File: config.mk
export PLATFORM = sky130hd
export DESIGN_NAME = dei_drive_enable
export DESIGN_NICKNAME = d
export VERILOG_FILES = /design/src/rtl/dei_pkg.sv /design/src/rtl/dei_drive_enable.sv
export SDC_FILE = /design/constraint.sdc
export NUM_CORES = 1
export LEC_CHECK = 0
export BUFFER_PORTS_ARGS = -buffer_cell sky130_fd_sc_hd__buf_2
export CORE_MARGIN = 2
export CORE_UTILIZATION = 49
export CTS_CLUSTER_SIZE = 16
export DETAILED_ROUTE_END_ITERATION = 10
export HOLD_SLACK_MARGIN = 0.15
export PLACE_DENSITY_LB_ADDON = 0.05
export SLEW_MARGIN = 20
export SYNTH_ARGS = -nofsm -noshare
export SYNTH_HDL_FRONTEND = slang
export SYNTH_SLANG_ARGS = --single-unit
File: constraint.sdc
create_clock -name core_clk -period 10.1 [get_ports core_clk]
set_input_delay 1.01 -clock core_clk [delete_from_list [all_inputs] [get_ports core_clk]]
set_output_delay 1.01 -clock core_clk [all_outputs]
set_load 0.01 [all_outputs]
File: src/rtl/dei_pkg.sv
// constants and types for the drive enable block
//
// How it works
// RL1: either channel withdrawn cuts power, motor coasts
// RL2: stuck power path caught at next safety demand
// RL3: outside controller checks inputs against feedback contact
// RL4: hardware enable pin has no other function
// RL5: enable function off: input only stops, never starts
// RL6: start mode with level autostart starts on enable
// RL7: switch-on delay timer precedes power stage enable
// RL8: manual input forces terminal location and manual source
// RL9: installer must also assign a start input
// RL10: manual keeps control mode, flags fieldbus control bit
// RL11: no manual entry while powered or tool window
// RL12: manual ignores level autostart, needs start reset
// RL13: leaving manual stops motor control
// RL14: manual source selector decodes codes zero to eleven
// RL15: three standard outputs, brake relay use selectors
// RL16: second relay fixed to safe torque off status
// RL17: codes 0..3: off, error, brake, active
// RL18: code 4: device initialised after power-on
// RL19: code 5: enabled and no error
// RL20: codes 6..8: reference reached, homed, following error
// RL21: codes 9..12: standstill windows and quick stop
// RL22: start on input rising edge or bus start
// RL23: enable, torque-off, manual inputs double synchronised
package dei_pkg;

    // ====================
    // register map, byte addresses
    localparam logic [7:0] DEI_ADDR_CTRL = 8'h00;     // control bits
    localparam logic [7:0] DEI_ADDR_DELAY = 8'h04;    // switch-on delay in cycles
    localparam logic [7:0] DEI_ADDR_MAN = 8'h08;      // manual configuration
    localparam logic [7:0] DEI_ADDR_OUTSEL = 8'h0C;   // output function selectors
    localparam logic [7:0] DEI_ADDR_STATUS = 8'h10;   // read-only state
    localparam logic [7:0] DEI_ADDR_REFSRC = 8'h14;   // normal reference source

    // ====================
    // control register fields
    localparam int DEI_CTRL_ENFN = 0;        // enable function: 0 off, 1 start
    localparam int DEI_CTRL_AUTOLVL = 1;     // autostart level-triggered
    localparam int DEI_CTRL_DLYEN = 2;       // switch-on delay active
    localparam int DEI_CTRL_BUSSTART = 3;    // write 1: bus start bit
    localparam int DEI_CTRL_TOOLWIN = 4;     // tool manual window in use
    localparam int DEI_CTRL_FLTCLR = 5;      // write 1: clear stuck-path fault
    localparam logic [5:0] DEI_CTRL_RST = 6'h00;

    // manual register fields
    localparam int DEI_MAN_SRC_LSB = 0;      // manual source selector [3:0]
    localparam int DEI_MAN_IDX_LSB = 4;      // manual input index [6:4]
    localparam int DEI_MAN_EN = 7;           // manual function assigned
    localparam int DEI_START_IDX_LSB = 8;    // start input index [10:8]
    localparam int DEI_START_EN = 11;        // start function assigned
    localparam logic [11:0] DEI_MAN_RST = 12'h000;

    // output selectors, four bits each, relay default brake
    localparam int DEI_SEL_W = 4;
    localparam int DEI_NUM_OUT = 4;          // std 0..2, brake relay
    localparam logic [15:0] DEI_OUTSEL_RST = 16'h2000;
    localparam logic [15:0] DEI_DELAY_RST = 16'h0000;
    localparam logic [3:0] DEI_REFSRC_RST = 4'h0;

    // ====================
    // digital inputs
    localparam int DEI_NUM_DIN = 8;
    localparam int DEI_DIN_IDX_W = 3;

    // output function codes
    localparam logic [3:0] DEI_FN_OFF = 4'h0;
    localparam logic [3:0] DEI_FN_ERR = 4'h1;
    localparam logic [3:0] DEI_FN_BRAKE = 4'h2;
    localparam logic [3:0] DEI_FN_ACTIVE = 4'h3;
    localparam logic [3:0] DEI_FN_SRDY = 4'h4;
    localparam logic [3:0] DEI_FN_CRDY = 4'h5;
    localparam logic [3:0] DEI_FN_REF = 4'h6;
    localparam logic [3:0] DEI_FN_HOMED = 4'h7;
    localparam logic [3:0] DEI_FN_FLW = 4'h8;
    localparam logic [3:0] DEI_FN_CW = 4'h9;
    localparam logic [3:0] DEI_FN_CCW = 4'hA;
    localparam logic [3:0] DEI_FN_STILL = 4'hB;
    localparam logic [3:0] DEI_FN_QSTOP = 4'hC;

    // reference source codes
    localparam logic [3:0] DEI_SRC_NONE = 4'h0;
    localparam logic [3:0] DEI_SRC_ANALOG0 = 4'h1;
    localparam logic [3:0] DEI_SRC_ANALOG1 = 4'h2;
    localparam logic [3:0] DEI_SRC_TABLE = 4'h3;
    localparam logic [3:0] DEI_SRC_UNDEF = 4'h4;
    localparam logic [3:0] DEI_SRC_PLC = 4'h5;
    localparam logic [3:0] DEI_SRC_PARAM = 4'h6;
    localparam logic [3:0] DEI_SRC_CIA402 = 4'h7;
    localparam logic [3:0] DEI_SRC_SERCOS = 4'h8;
    localparam logic [3:0] DEI_SRC_PROFIBUS = 4'h9;
    localparam logic [3:0] DEI_SRC_ALTBUS = 4'hA;
    localparam logic [3:0] DEI_SRC_EXTSYNC = 4'hB;

    // drive states, one-hot
    typedef enum logic [2:0] {
        DEI_ST_IDLE = 3'b001,
        DEI_ST_DELAY = 3'b010,
        DEI_ST_RUN = 3'b100
    } dei_state_t;

    // status from the drive core
    typedef struct packed {
        logic init_done;        // initialisation after power-on finished
        logic error;            // collective error
        logic brake_ctrl;       // holding brake control
        logic ref_reached;      // reference reached
        logic homing_done;      // homing complete
        logic following_err;    // following error
        logic standstill_cw;    // standstill window, clockwise
        logic standstill_ccw;   // standstill window, anticlockwise
        logic standstill_act;   // standstill from actual value
        logic quick_stop;       // quick-stop state
        logic power_sense;      // readback of pulse amplifier supply
    } dei_drive_status_t;

    // commands to the drive core
    typedef struct packed {
        logic power_stage_en;   // pulse amplifier supply on
        logic control_active;   // motor control running
        logic manual_active;    // manual location active
        logic location_term;    // control location forced to terminal
        logic [3:0] ref_source; // selected reference source
    } dei_drive_cmd_t;

endpackage

File: src/rtl/dei_drive_enable.sv
// drive enable, manual location and output selection
//
// Register access over APB and the register addresses are this design's own decisions.
`timescale 1ns/1ps

module dei_drive_enable
    import dei_pkg::*;
(
    input wire logic core_clk,
    input wire logic reset_n,
    // apb slave
    input wire logic psel,
    input wire logic penable,
    input wire logic pwrite,
    input wire logic [7:0] paddr,
    input wire logic [31:0] pwdata,
    output logic [31:0] prdata,
    output logic pready,
    output logic pslverr,
    // safety and enable pins
    input wire logic hw_enable_in,
    input wire logic safe_torque_off_in,
    input wire logic [DEI_NUM_DIN-1:0] digital_input_n,
    output logic sto_feedback_contact,
    // drive core
    input wire dei_drive_status_t drive_status,
    output dei_drive_cmd_t drive_cmd,
    output logic fieldbus_manual_bit,
    // outputs
    output logic std_output_0,
    output logic std_output_1,
    output logic std_output_2,
    output logic brake_relay_out,
    output logic safety_relay_out
);

    // ====================
    // helper functions

    // reference source decode
    function automatic logic [3:0] dei_src_decode(input logic [3:0] code);
        logic [3:0] res;
        res = DEI_SRC_NONE;
        unique case (code)
            DEI_SRC_ANALOG0, DEI_SRC_ANALOG1, DEI_SRC_TABLE, DEI_SRC_PLC,
            DEI_SRC_PARAM, DEI_SRC_CIA402, DEI_SRC_SERCOS, DEI_SRC_PROFIBUS,
            DEI_SRC_ALTBUS, DEI_SRC_EXTSYNC: res = code; // RL14
            default: res = DEI_SRC_NONE; // none and undefined codes
        endcase
        return res;
    endfunction

    // output function selection
    function automatic logic dei_out_fn(input logic [3:0] sel, input dei_drive_status_t st,
                                        input logic active, input logic rdy);
        logic res;
        res = 1'b0;
        unique case (sel)
            DEI_FN_OFF: res = 1'b0; // RL17
            DEI_FN_ERR: res = st.error; // RL17
            DEI_FN_BRAKE: res = st.brake_ctrl; // RL17
            DEI_FN_ACTIVE: res = active; // RL17
            DEI_FN_SRDY: res = st.init_done; // RL18
            DEI_FN_CRDY: res = rdy; // RL19
            DEI_FN_REF: res = st.ref_reached; // RL20
            DEI_FN_HOMED: res = st.homing_done; // RL20
            DEI_FN_FLW: res = st.following_err; // RL20
            DEI_FN_CW: res = st.standstill_cw; // RL21
            DEI_FN_CCW: res = st.standstill_ccw; // RL21
            DEI_FN_STILL: res = st.standstill_act; // RL21
            DEI_FN_QSTOP: res = st.quick_stop; // RL21
            default: res = 1'b0; // unused codes
        endcase
        return res;
    endfunction

    // ====================
    // reset release

    logic [1:0] rst_sync_r; // reset release chain
    logic rst_n; // synchronised reset

    // release reset through two flops
    always_ff @(posedge core_clk or negedge reset_n) begin
        if (!reset_n) begin
            rst_sync_r <= 2'b00;
        end else begin
            rst_sync_r <= {rst_sync_r[0], 1'b1};
        end
    end
    assign rst_n = rst_sync_r[1];

    // ====================
    // input synchronisers

    localparam int SYNC_W = DEI_NUM_DIN + 2;
    logic [SYNC_W-1:0] sync1_r; // first stage, read only by second
    logic [SYNC_W-1:0] sync2_r; // second stage
    logic en_s; // hardware enable, synchronised
    logic sto_s; // torque-off input released, synchronised
    logic [DEI_NUM_DIN-1:0] din_s; // digital inputs, active high

    // two flops on the enable, torque-off and digital input pins before use
    always_ff @(posedge core_clk or negedge rst_n) begin
        if (!rst_n) begin
            sync1_r <= '0;
            sync2_r <= '0;
        end else begin
            sync1_r <= {hw_enable_in, safe_torque_off_in, ~digital_input_n}; // RL23
            sync2_r <= sync1_r; // RL23
        end
    end
    assign en_s = sync2_r[SYNC_W-1];
    assign sto_s = sync2_r[SYNC_W-2];
    assign din_s = sync2_r[DEI_NUM_DIN-1:0];

    // ====================
    // registers

    logic [5:0] ctrl_r; // control bits
    logic [15:0] delay_r; // switch-on delay in cycles
    logic [11:0] man_r; // manual configuration
    logic [15:0] outsel_r; // output selectors
    logic [3:0] refsrc_r; // normal reference source
    logic bus_start_r; // one-cycle bus start pulse
    logic fault_clr_r; // one-cycle fault clear pulse
    logic [31:0] prdata_r; // read data
    logic [31:0] status_word; // status register view
    logic wr_en; // write taken this edge
    logic mapped; // address decodes

    dei_state_t state_r; // drive state
    logic [15:0] dly_cnt_r; // delay counter
    logic man_r_act; // manual active flop
    logic start_armed_r; // start input seen low since manual entry
    logic start_prev_r; // start input last cycle
    logic sto_fault_r; // stuck power path detected
    logic demand_prev_r; // safety demand last cycle

    assign wr_en = psel && penable && pwrite;

    // address decode
    always_comb begin
        unique case (paddr)
            DEI_ADDR_CTRL, DEI_ADDR_DELAY, DEI_ADDR_MAN, DEI_ADDR_OUTSEL,
            DEI_ADDR_STATUS, DEI_ADDR_REFSRC: mapped = 1'b1;
            default: mapped = 1'b0;
        endcase
    end

    // zero-wait answer
    assign pready = psel && penable;
    assign pslverr = psel && penable && !mapped;
    assign prdata = prdata_r;

    // software-written configuration
    always_ff @(posedge core_clk or negedge rst_n) begin
        if (!rst_n) begin
            ctrl_r <= DEI_CTRL_RST;
            delay_r <= DEI_DELAY_RST;
            man_r <= DEI_MAN_RST;
            outsel_r <= DEI_OUTSEL_RST; // RL15
            refsrc_r <= DEI_REFSRC_RST;
        end else if (wr_en) begin
            unique case (paddr)
                DEI_ADDR_CTRL: ctrl_r <= pwdata[5:0];
                DEI_ADDR_DELAY: delay_r <= pwdata[15:0];
                DEI_ADDR_MAN: man_r <= pwdata[11:0];
                DEI_ADDR_OUTSEL: outsel_r <= pwdata[15:0]; // RL15
                DEI_ADDR_REFSRC: refsrc_r <= pwdata[3:0];
                default: ; // read-only or unmapped
            endcase
        end
    end

    // self-clearing command pulses
    always_ff @(posedge core_clk or negedge rst_n) begin
        if (!rst_n) begin
            bus_start_r <= 1'b0;
            fault_clr_r <= 1'b0;
        end else begin
            bus_start_r <= wr_en && paddr == DEI_ADDR_CTRL && pwdata[DEI_CTRL_BUSSTART];
            fault_clr_r <= wr_en && paddr == DEI_ADDR_CTRL && pwdata[DEI_CTRL_FLTCLR];
        end
    end

    // status view
    assign status_word = {20'h00000, drive_cmd.ref_source, sto_fault_r, start_armed_r,
                          man_r_act, state_r == DEI_ST_RUN, state_r == DEI_ST_DELAY,
                          drive_cmd.power_stage_en, sto_s, en_s};

    // read data captured in the setup cycle
    always_ff @(posedge core_clk or negedge rst_n) begin
        if (!rst_n) begin
            prdata_r <= 32'h00000000;
        end else if (psel && !penable && !pwrite) begin
            unique case (paddr)
                DEI_ADDR_CTRL: prdata_r <= {26'h0, 1'b0, ctrl_r[DEI_CTRL_TOOLWIN],
                                            1'b0, ctrl_r[2:0]};
                DEI_ADDR_DELAY: prdata_r <= {16'h0000, delay_r};
                DEI_ADDR_MAN: prdata_r <= {20'h00000, man_r};
                DEI_ADDR_OUTSEL: prdata_r <= {16'h0000, outsel_r};
                DEI_ADDR_STATUS: prdata_r <= status_word;
                DEI_ADDR_REFSRC: prdata_r <= {28'h0000000, refsrc_r};
                default: prdata_r <= 32'h00000000;
            endcase
        end
    end

    // ====================
    // input function routing

    logic man_in; // manual input asserted
    logic start_in; // start input asserted
    logic start_edge; // start input rising edge
    logic both_ch; // both safety channels present
    logic man_enter; // manual entry allowed now
    logic level_start; // level autostart condition
    logic edge_start; // edge or bus start condition
    logic start_req; // any accepted start

    assign man_in = man_r[DEI_MAN_EN]
                    && din_s[man_r[DEI_MAN_IDX_LSB +: DEI_DIN_IDX_W]];
    assign start_in = man_r[DEI_START_EN]
                      && din_s[man_r[DEI_START_IDX_LSB +: DEI_DIN_IDX_W]];
    assign start_edge = start_in && !start_prev_r; // RL22
    assign both_ch = en_s && sto_s; // RL1

    // manual blocked while powered or in tool window
    assign man_enter = man_in && !man_r_act && state_r == DEI_ST_IDLE
                       && !ctrl_r[DEI_CTRL_TOOLWIN]; // RL11

    // level autostart
    assign level_start = ctrl_r[DEI_CTRL_ENFN] && ctrl_r[DEI_CTRL_AUTOLVL]
                         && !man_r_act; // RL6 RL12 RL5

    // edge or bus start, manual needs start reset first
    assign edge_start = (start_edge && (!man_r_act || start_armed_r))
                        || (bus_start_r && !man_r_act); // RL22 RL12

    assign start_req = both_ch && drive_status.init_done && !drive_status.error
                       && !sto_fault_r && (level_start || edge_start);

    // start edge history
    always_ff @(posedge core_clk or negedge rst_n) begin
        if (!rst_n) begin
            start_prev_r <= 1'b0;
        end else begin
            start_prev_r <= start_in;
        end
    end

    // ====================
    // manual location

    // enter on input when allowed, leave when input drops
    always_ff @(posedge core_clk or negedge rst_n) begin
        if (!rst_n) begin
            man_r_act <= 1'b0;
        end else if (man_enter) begin
            man_r_act <= 1'b1; // RL8
        end else if (!man_in) begin
            man_r_act <= 1'b0;
        end
    end

    // start must be seen low after manual entry
    always_ff @(posedge core_clk or negedge rst_n) begin
        if (!rst_n) begin
            start_armed_r <= 1'b0;
        end else if (man_enter) begin
            start_armed_r <= 1'b0; // RL12
        end else if (!start_in) begin
            start_armed_r <= 1'b1; // RL12
        end
    end

    // ====================
    // drive state machine

    // idle, switch-on delay, running
    always_ff @(posedge core_clk or negedge rst_n) begin
        if (!rst_n) begin
            state_r <= DEI_ST_IDLE;
            dly_cnt_r <= 16'h0000;
        end else if (!both_ch || sto_fault_r) begin
            state_r <= DEI_ST_IDLE; // RL1 RL5 RL2
            dly_cnt_r <= 16'h0000;
        end else if (man_r_act && !man_in) begin
            state_r <= DEI_ST_IDLE; // RL13
            dly_cnt_r <= 16'h0000;
        end else begin
            unique case (state_r)
                DEI_ST_IDLE: begin
                    if (start_req && ctrl_r[DEI_CTRL_DLYEN]) begin
                        state_r <= DEI_ST_DELAY; // RL7
                        dly_cnt_r <= delay_r;
                    end else if (start_req) begin
                        state_r <= DEI_ST_RUN; // RL6 RL22
                    end
                end
                DEI_ST_DELAY: begin
                    if (dly_cnt_r == 16'h0000) begin
                        state_r <= DEI_ST_RUN; // RL7
                    end else begin
                        dly_cnt_r <= dly_cnt_r - 16'h0001; // RL7
                    end
                end
                DEI_ST_RUN: begin
                    state_r <= DEI_ST_RUN;
                end
            endcase
        end
    end

    // ====================
    // stuck power path detection

    logic demand; // safety function requested

    assign demand = !both_ch;

    // sense still on one cycle into a demand, or on while not running (idle or delay)
    always_ff @(posedge core_clk or negedge rst_n) begin
        if (!rst_n) begin
            demand_prev_r <= 1'b0;
            sto_fault_r <= 1'b0;
        end else begin
            demand_prev_r <= demand;
            if ((demand_prev_r || state_r != DEI_ST_RUN) && !drive_cmd.power_stage_en
                && drive_status.power_sense) begin
                sto_fault_r <= 1'b1; // RL2
            end else if (fault_clr_r) begin
                sto_fault_r <= 1'b0;
            end
        end
    end

    // ====================
    // drive commands and outputs

    logic [DEI_NUM_OUT-1:0] out_r; // selected output levels
    logic rdy_on; // ready to switch on
    logic active; // power stage and control active

    assign rdy_on = en_s && !drive_status.error; // RL19
    assign active = state_r == DEI_ST_RUN;

    // drive command word
    always_ff @(posedge core_clk or negedge rst_n) begin
        if (!rst_n) begin
            drive_cmd <= '0;
            fieldbus_manual_bit <= 1'b0;
        end else begin
            drive_cmd.power_stage_en <= active && both_ch && !sto_fault_r; // RL1 RL4
            drive_cmd.control_active <= active && both_ch; // RL1
            drive_cmd.manual_active <= man_r_act; // RL10
            drive_cmd.location_term <= man_r_act; // RL8
            drive_cmd.ref_source <= man_r_act ? dei_src_decode(man_r[3:0]) // RL8 RL14
                                              : dei_src_decode(refsrc_r);
            fieldbus_manual_bit <= man_r_act; // RL10
        end
    end

    // one selector per output
    genvar gi;
    generate
        for (gi = 0; gi < DEI_NUM_OUT; gi++) begin : g_out
            always_ff @(posedge core_clk or negedge rst_n) begin
                if (!rst_n) begin
                    out_r[gi] <= 1'b0;
                end else begin
                    out_r[gi] <= dei_out_fn(outsel_r[gi*DEI_SEL_W +: DEI_SEL_W],
                                            drive_status, active, rdy_on); // RL15
                end
            end
        end
    endgenerate

    // torque-off status relay and feedback contact
    always_ff @(posedge core_clk or negedge rst_n) begin
        if (!rst_n) begin
            safety_relay_out <= 1'b0;
            sto_feedback_contact <= 1'b0;
        end else begin
            safety_relay_out <= !sto_s; // RL16
            sto_feedback_contact <= !sto_s && !drive_status.power_sense; // RL3
        end
    end

    assign std_output_0 = out_r[0];
    assign std_output_1 = out_r[1];
    assign std_output_2 = out_r[2];
    assign brake_relay_out = out_r[3];

endmodule

# After elaboration in Yosys (flattened, before gate mapping)
# Index checks and enable logic that the tools add are counted.
[classes]
mux = 30
bitwise = 1
add_sub_neg = 1
reduce_logical = 63
magnitude_cmp = 2
n_eq_ne = 83
[ops]
columns = ["cell", "n"]
rows = [
  ["$eq 4x4->1 const B", 28],
  ["$pmux 16 s6", 1],
  ["$eq 4x3->1 const B", 22],
  ["$mux 16", 4],
  ["$eq 4x2->1 const B", 12],
  ["$pmux 1 s12", 4],
  ["$pmux 16 s2", 1],
  ["$logic_and 1x1->1", 31],
  ["$eq 4x1->1 const B", 6],
  ["$reduce_or 10->1", 2],
  ["$eq 8x4->1 const B", 2],
  ["$eq 8x5->1 const B", 2],
  ["$logic_not 16->1", 1],
  ["$sub 16x1->16 const B", 1],
  ["$mux 3", 5],
  ["$logic_not 1->1", 13],
  ["$mux 4", 3],
  ["$reduce_and 2->1", 6],
  ["$mux 1", 9],
  ["$pmux 3 s3", 1],
  ["$eq 8x3->1 const B", 1],
  ["$logic_not 8->1", 1],
  ["$lt 3x4->1 const B", 2],
  ["$ne 4x1->1 const B", 2],
  ["14 further kinds", 20],
]
[word_totals]
out_inout_bits = 49
word_cells = 208
register_bits = 146

# Logic depth before layout (Yosys ltp)
[logic_depth]
ltp_word = 13
ltp_mapped = 9

# Least setup slack after synthesis
# Ideal clock, no wire load.
[synth_path]
path_kind = "input port to output port"
start = "input port paddr[1]"
end = "output port pslverr"
path_slack_ns = 7.072
arrival_ns = 2.018
cell_stages = 4
required_time_ns = 9.090
path_buffers = 1
cell_sequence = "or4_1 > buf_2 > a211oi_1 > nor2b_1"
[synth_between]
elab_chain_len = 5
word_cells_on_any_way = 10
[synth_lines]
columns = ["element", "line_no", "source"]
rows = [
  ["start: declaration", "dei_drive_enable.sv:15", "input wire logic [7:0] paddr,"],
  ["$eq 8x5->1 (tied with other cells)", "dei_drive_enable.sv:144", "unique case (paddr)"],
  ["$reduce_or 6->1 (*)", "dei_drive_enable.sv:144", ""],
  ["$mux 1 (*)", "dei_drive_enable.sv:144", ""],
  ["$logic_not 1->1 (*)", "dei_drive_enable.sv:153", "assign pslverr = psel && penable && !mapped;"],
  ["$logic_and 1x1->1 (*)", "dei_drive_enable.sv:153", ""],
  ["end: declaration", "dei_drive_enable.sv:19", "output logic pslverr,"],
]
# Every way passes the cells marked *; elsewhere a longest branch is shown, timed or not.

# Worst setup path in the final report
[layout_path]
start = "input port paddr[1]"
end = "register man_r[10]"
[layout_between]
elab_chain_len = 2
[layout_lines]
columns = ["element", "line_no", "source"]
rows = [
  ["$eq 8x4->1", "dei_drive_enable.sv:165", "unique case (paddr)"],
  ["$reduce_and 2->1 (no line)", "n/a", ""],
  ["end signal: assignment", "dei_drive_enable.sv:168", "DEI_ADDR_MAN: man_r <= pwdata[11:0];"],
  ["end: declaration", "dei_drive_enable.sv:122", "logic [11:0] man_r;"],
]
# No other way between the ends.
# A chain may end at the register's enable or synchronous reset.

==> summary by stage <==
Final layout
The final layout contains 721 nets. The area overhead of the layout relative to synthesis is 14.4%. The number of inserted filler cells in the final layout is 1088. The finished layout holds 838 standard cells, fillers aside. Summing all flip-flop and latch instances after layout gives 3230 um^2. The number of diodes is 0.

In the final layout, the multi-input gates occupy 2830 um^2. The share of final-layout standard cells stronger than drive strength 1 is 0.296.

Die
The core region is 12700 um^2. The starting density of the core is 0.504. The floorplan step defined a die boundary enclosing 14000 um^2. In this run the vertical extent of the chip is 118 um. 115 I/O pins were placed.

The die is 118 um wide. The initialized floorplan defines 41 standard-cell rows.

Critical path
The capturing element type of the critical path is a flop. For the worst setup path, the data required time is 10.40 ns. The top fanout value on the critical path is 13. The launching element type of the critical path is a primary input. The worst endpoint data arrival time is 3.85 ns.

The critical path class is in2reg.

STA
Setup violations remaining at the end of the flow were counted as 0. The maximum clock frequency is 282 MHz. In the finished design, the share of the clock period the worst path needs comes to 0.352. Clock skew on the completed layout was measured at 0.00737 ns. The number of hold violations in the final report is 0. The relative slew slack is 0.284. The final setup TNS is 0 ns.

Setup repair after global routing left no endpoint under its margin. Across all hold checks on the routed design, the worst slack comes to 0.347 ns. The slew at the pin with the worst max-slew slack is 1.07 ns. The final count of pins violating max slew is 0. The minimum period implied by the final worst setup slack is 3.55 ns.

CTS
The cts-stage hold buffer count is 0. The clock tree from TritonCTS is built. Counting along the longest clock path gives a buffer depth of 2.

In this run, CTS created clock tree buffers numbering 17. Post-CTS repair changed the size of 0 cells. The H-tree generated during clock tree synthesis spans 4 levels. The count of buffers added by post-CTS timing repair for setup is 0. The tree is rooted in a clkbuf_16. The register clock-pin slew on the reported worst setup and hold paths is 0.06 ns. For this design, the sink count on the clock tree is 129. The later-pin clock latency in the skew report is 0.42 ns.

Route
The count of nets left with antenna violations once routing finished came out at 0. After detailed routing, the number of remaining DRC violations is 0. After the first detailed-routing iteration, the DRC count stood at 402. After detailed routing, the average wire length per cell comes to 19.3 um.

The number of search-and-repair iterations in the first detailed-routing pass is 5. The via count is 4870. Using the TritonRoute via totals, the vias-per-cell ratio works out to 5.81. The final wirelength is 16.2 mm.

Power and ir drop
The sequential share of power is 0.461. The total power consumption of the routed design is 1170 uW. The total net switching power is 272 uW. The internal power of the cells totals 896 uW.

Of the total power, the share spent switching nets is 0.233. The share of total power dissipated in the clock network is 0.497. The analysis attributes to cell leakage a power of 0.00342 uW. VDD sags by at most 0.108 mV.

The cell area power density is 159 nW/um^2. Of the total power, combinational logic draws 0.042.

Synthesis
The fraction of synthesized cell area in xor and xnor cells is 0. Among all flip-flop cells after synthesis, the most frequent one is dfrtp_1. The simple logic cell fraction of the synthesized area is 0.130.

The mean instance size in the synthesized netlist is 10.9 um^2. The post-synthesis async set-or-reset flop share is 1.00. The cell area after synthesis is 6410 um^2. The gate count of the mapped netlist is 589. The distinct cell type count of the synthesized netlist is 68. The yosys synthesis warning count is 0.

In the post-synthesis netlist, the cell with the most instances is dfrtp_1. The share of synthesized area in the top cell type comes to 0.496. The sequential share of the synthesized area is 0.504. The synthesized design spends more area on one cell type than any other, namely dfrtp_1. Yosys attributes the largest share of cell area to dfrtp_1 50%, mux2_2 9.3%, o21ai_0 3.8%. In the synthesized netlist, the cells that appear most often are 127 x dfrtp_1, 53 x mux2_2, 49 x o21ai_0. The main combinational cell family by area after synthesis is compound AO/OA/AOI/OAI gates. Of the total synthesized cell area, the portion taken by full adders, half adders and majority gates is 0.00390. Measured against the total synthesized area, the mux share comes to 0.137.

The flop and latch count out of synthesis is 129. The fraction of the mapped netlist area in compound gates is 0.160. In this run, synthesis inferred 0 flip-flops with an integrated enable.

Flow run
Max-cap violations in this run came to 0.

Place
The final RePlAce weighted congestion is 0.889. The wire-length estimate of the detail-placed layout is 11.5 mm. The quantity of I/O buffers inserted on ports is 82. The cell count after placement is 806.

Run status
The flow ran to the end, and the final reports show no timing, DRC or antenna violations.

GRT
The initial antenna violation count came to 0. The global-route wire length before repair is 26.1 mm. The via count of the first global-routing pass was 4703. In the global route stage, overall resource usage came out at 0.243. The maximum number of pins on one net before global-route repair is 78. After global routing the overflow that remains totals 0.

Worst hold path
In this run the worst hold path is classified as reg2reg.
[power groups by stage]
| stage | registers [uW] | logic (uW) | clock network (uW) |
|---|---|---|---|
| floorplan | 548 | 26.7 | 0 |
| global placement | 548 | 47.8 | 0 |
| detailed placement | 548 | 48.8 | 0 |
| CTS | 539 | 49.0 | 592 |
| global route | 540 | 54.1 | 617 |
| finish | 538 | 48.7 | 581 |
[kinds of logic (layout without fill, tap and decap cells)]
logic type               count (synthesis)  in the layout
AND/OR/NAND/NOR                        158            158
multiplexers                            75             75
adder cells (fa/ha/maj)                  2              2
flip-flops                             129            129
AO/OA/AOI/OAI                          150            150
other                                    2             17
buffers and inverters                   73            135
[worst max-delay path, cell delays in order]
cell and delay [ns]:
buf_2 0.09, or4_1 0.73, nor3_4 0.27, nand2_1 0.10
nor2_2 0.54, and2_1 0.69, mux2_2 0.42
[per-stage QoR]
step           instance area (um^2)  utilization  setup WS [ns]
2_1_floorplan                  6470            -           6.24
3_3_place_gp                   6770        0.532           6.19
3_5_place_dp                   6770        0.532           6.19
4_1_cts                        7340        0.577           6.63
5_1_grt                        7340        0.577           6.43
6_report                       7340        0.577           6.55
[cell usage in the layout, fill, tap and decap left out, drive strengths merged, types with 3 or more instances in the layout]
cell | Yosys | layout
a22oi | 12 | 12
a221oi | 16 | 16
nor3 | 23 | 23
a22o | 9 | 9
clkbuf | 13 | 19
inv | 20 | 21
nand3 | 4 | 4
nor2b | 10 | 10
nand4 | 3 | 3
nand2b | 3 | 3
a21oi | 26 | 26
nand2 | 43 | 43
a221o | 3 | 3
nor4 | 8 | 8
buf | 40 | 83
a211oi | 3 | 3
or3 | 3 | 3
clkinvlp | 0 | 3
o31ai | 4 | 4
mux2i | 8 | 8
mux2 | 65 | 65
o21ai | 56 | 56
nor2 | 38 | 38
and2 | 5 | 5
and3 | 3 | 3
conb | 2 | 17
clkinv | 0 | 8
nor3b | 7 | 7
dfrtp | 127 | 127
[final timing paths]
check                              start           end  slack, ns  depth (start not counted)
max reg2reg                   sync2_r[9]  dly_cnt_r[0]       7.37                          6
min reg2reg                   sync1_r[7]    sync2_r[7]       0.35                          0
min                           sync1_r[7]    sync2_r[7]       0.35                          0
min in group asynchronous  rst_sync_r[1]  dly_cnt_r[9]       0.36                          0
max in group asynchronous  rst_sync_r[1]   delay_r[10]       8.33                          1
max                             paddr[1]     man_r[10]       6.55                          7
[state kept, by name, summed over array words and instances, names as in the netlist, 2 cells and up]
signal and flops:
refsrc_r 4, delay_r 16, sync1_r 10, outsel_r 16, man_r 12, ctrl_r 4, rst_sync_r 2, dly_cnt_r 16
sync2_r 10, drive_cmd 6, state_r 3, prdata 16
[layout make-up]
type	count	area share
inverters	20	0.0102
well taps	172	0.0293
flip-flops and latches	129	0.441
clock buffers	19	0.0617
repair buffers	83	0.0569
multi-input cells	402	0.386
clock inverters	13	0.0153
[metal layers]
metal / wire length (um) / GRT usage
met1: 7350 / 0.338
met2: 7490 / 0.372
met3: 937 / 0.0536
met4: 391 / 0.0997
met5: 0 / 0
Power figures use the tool's default switching activity.
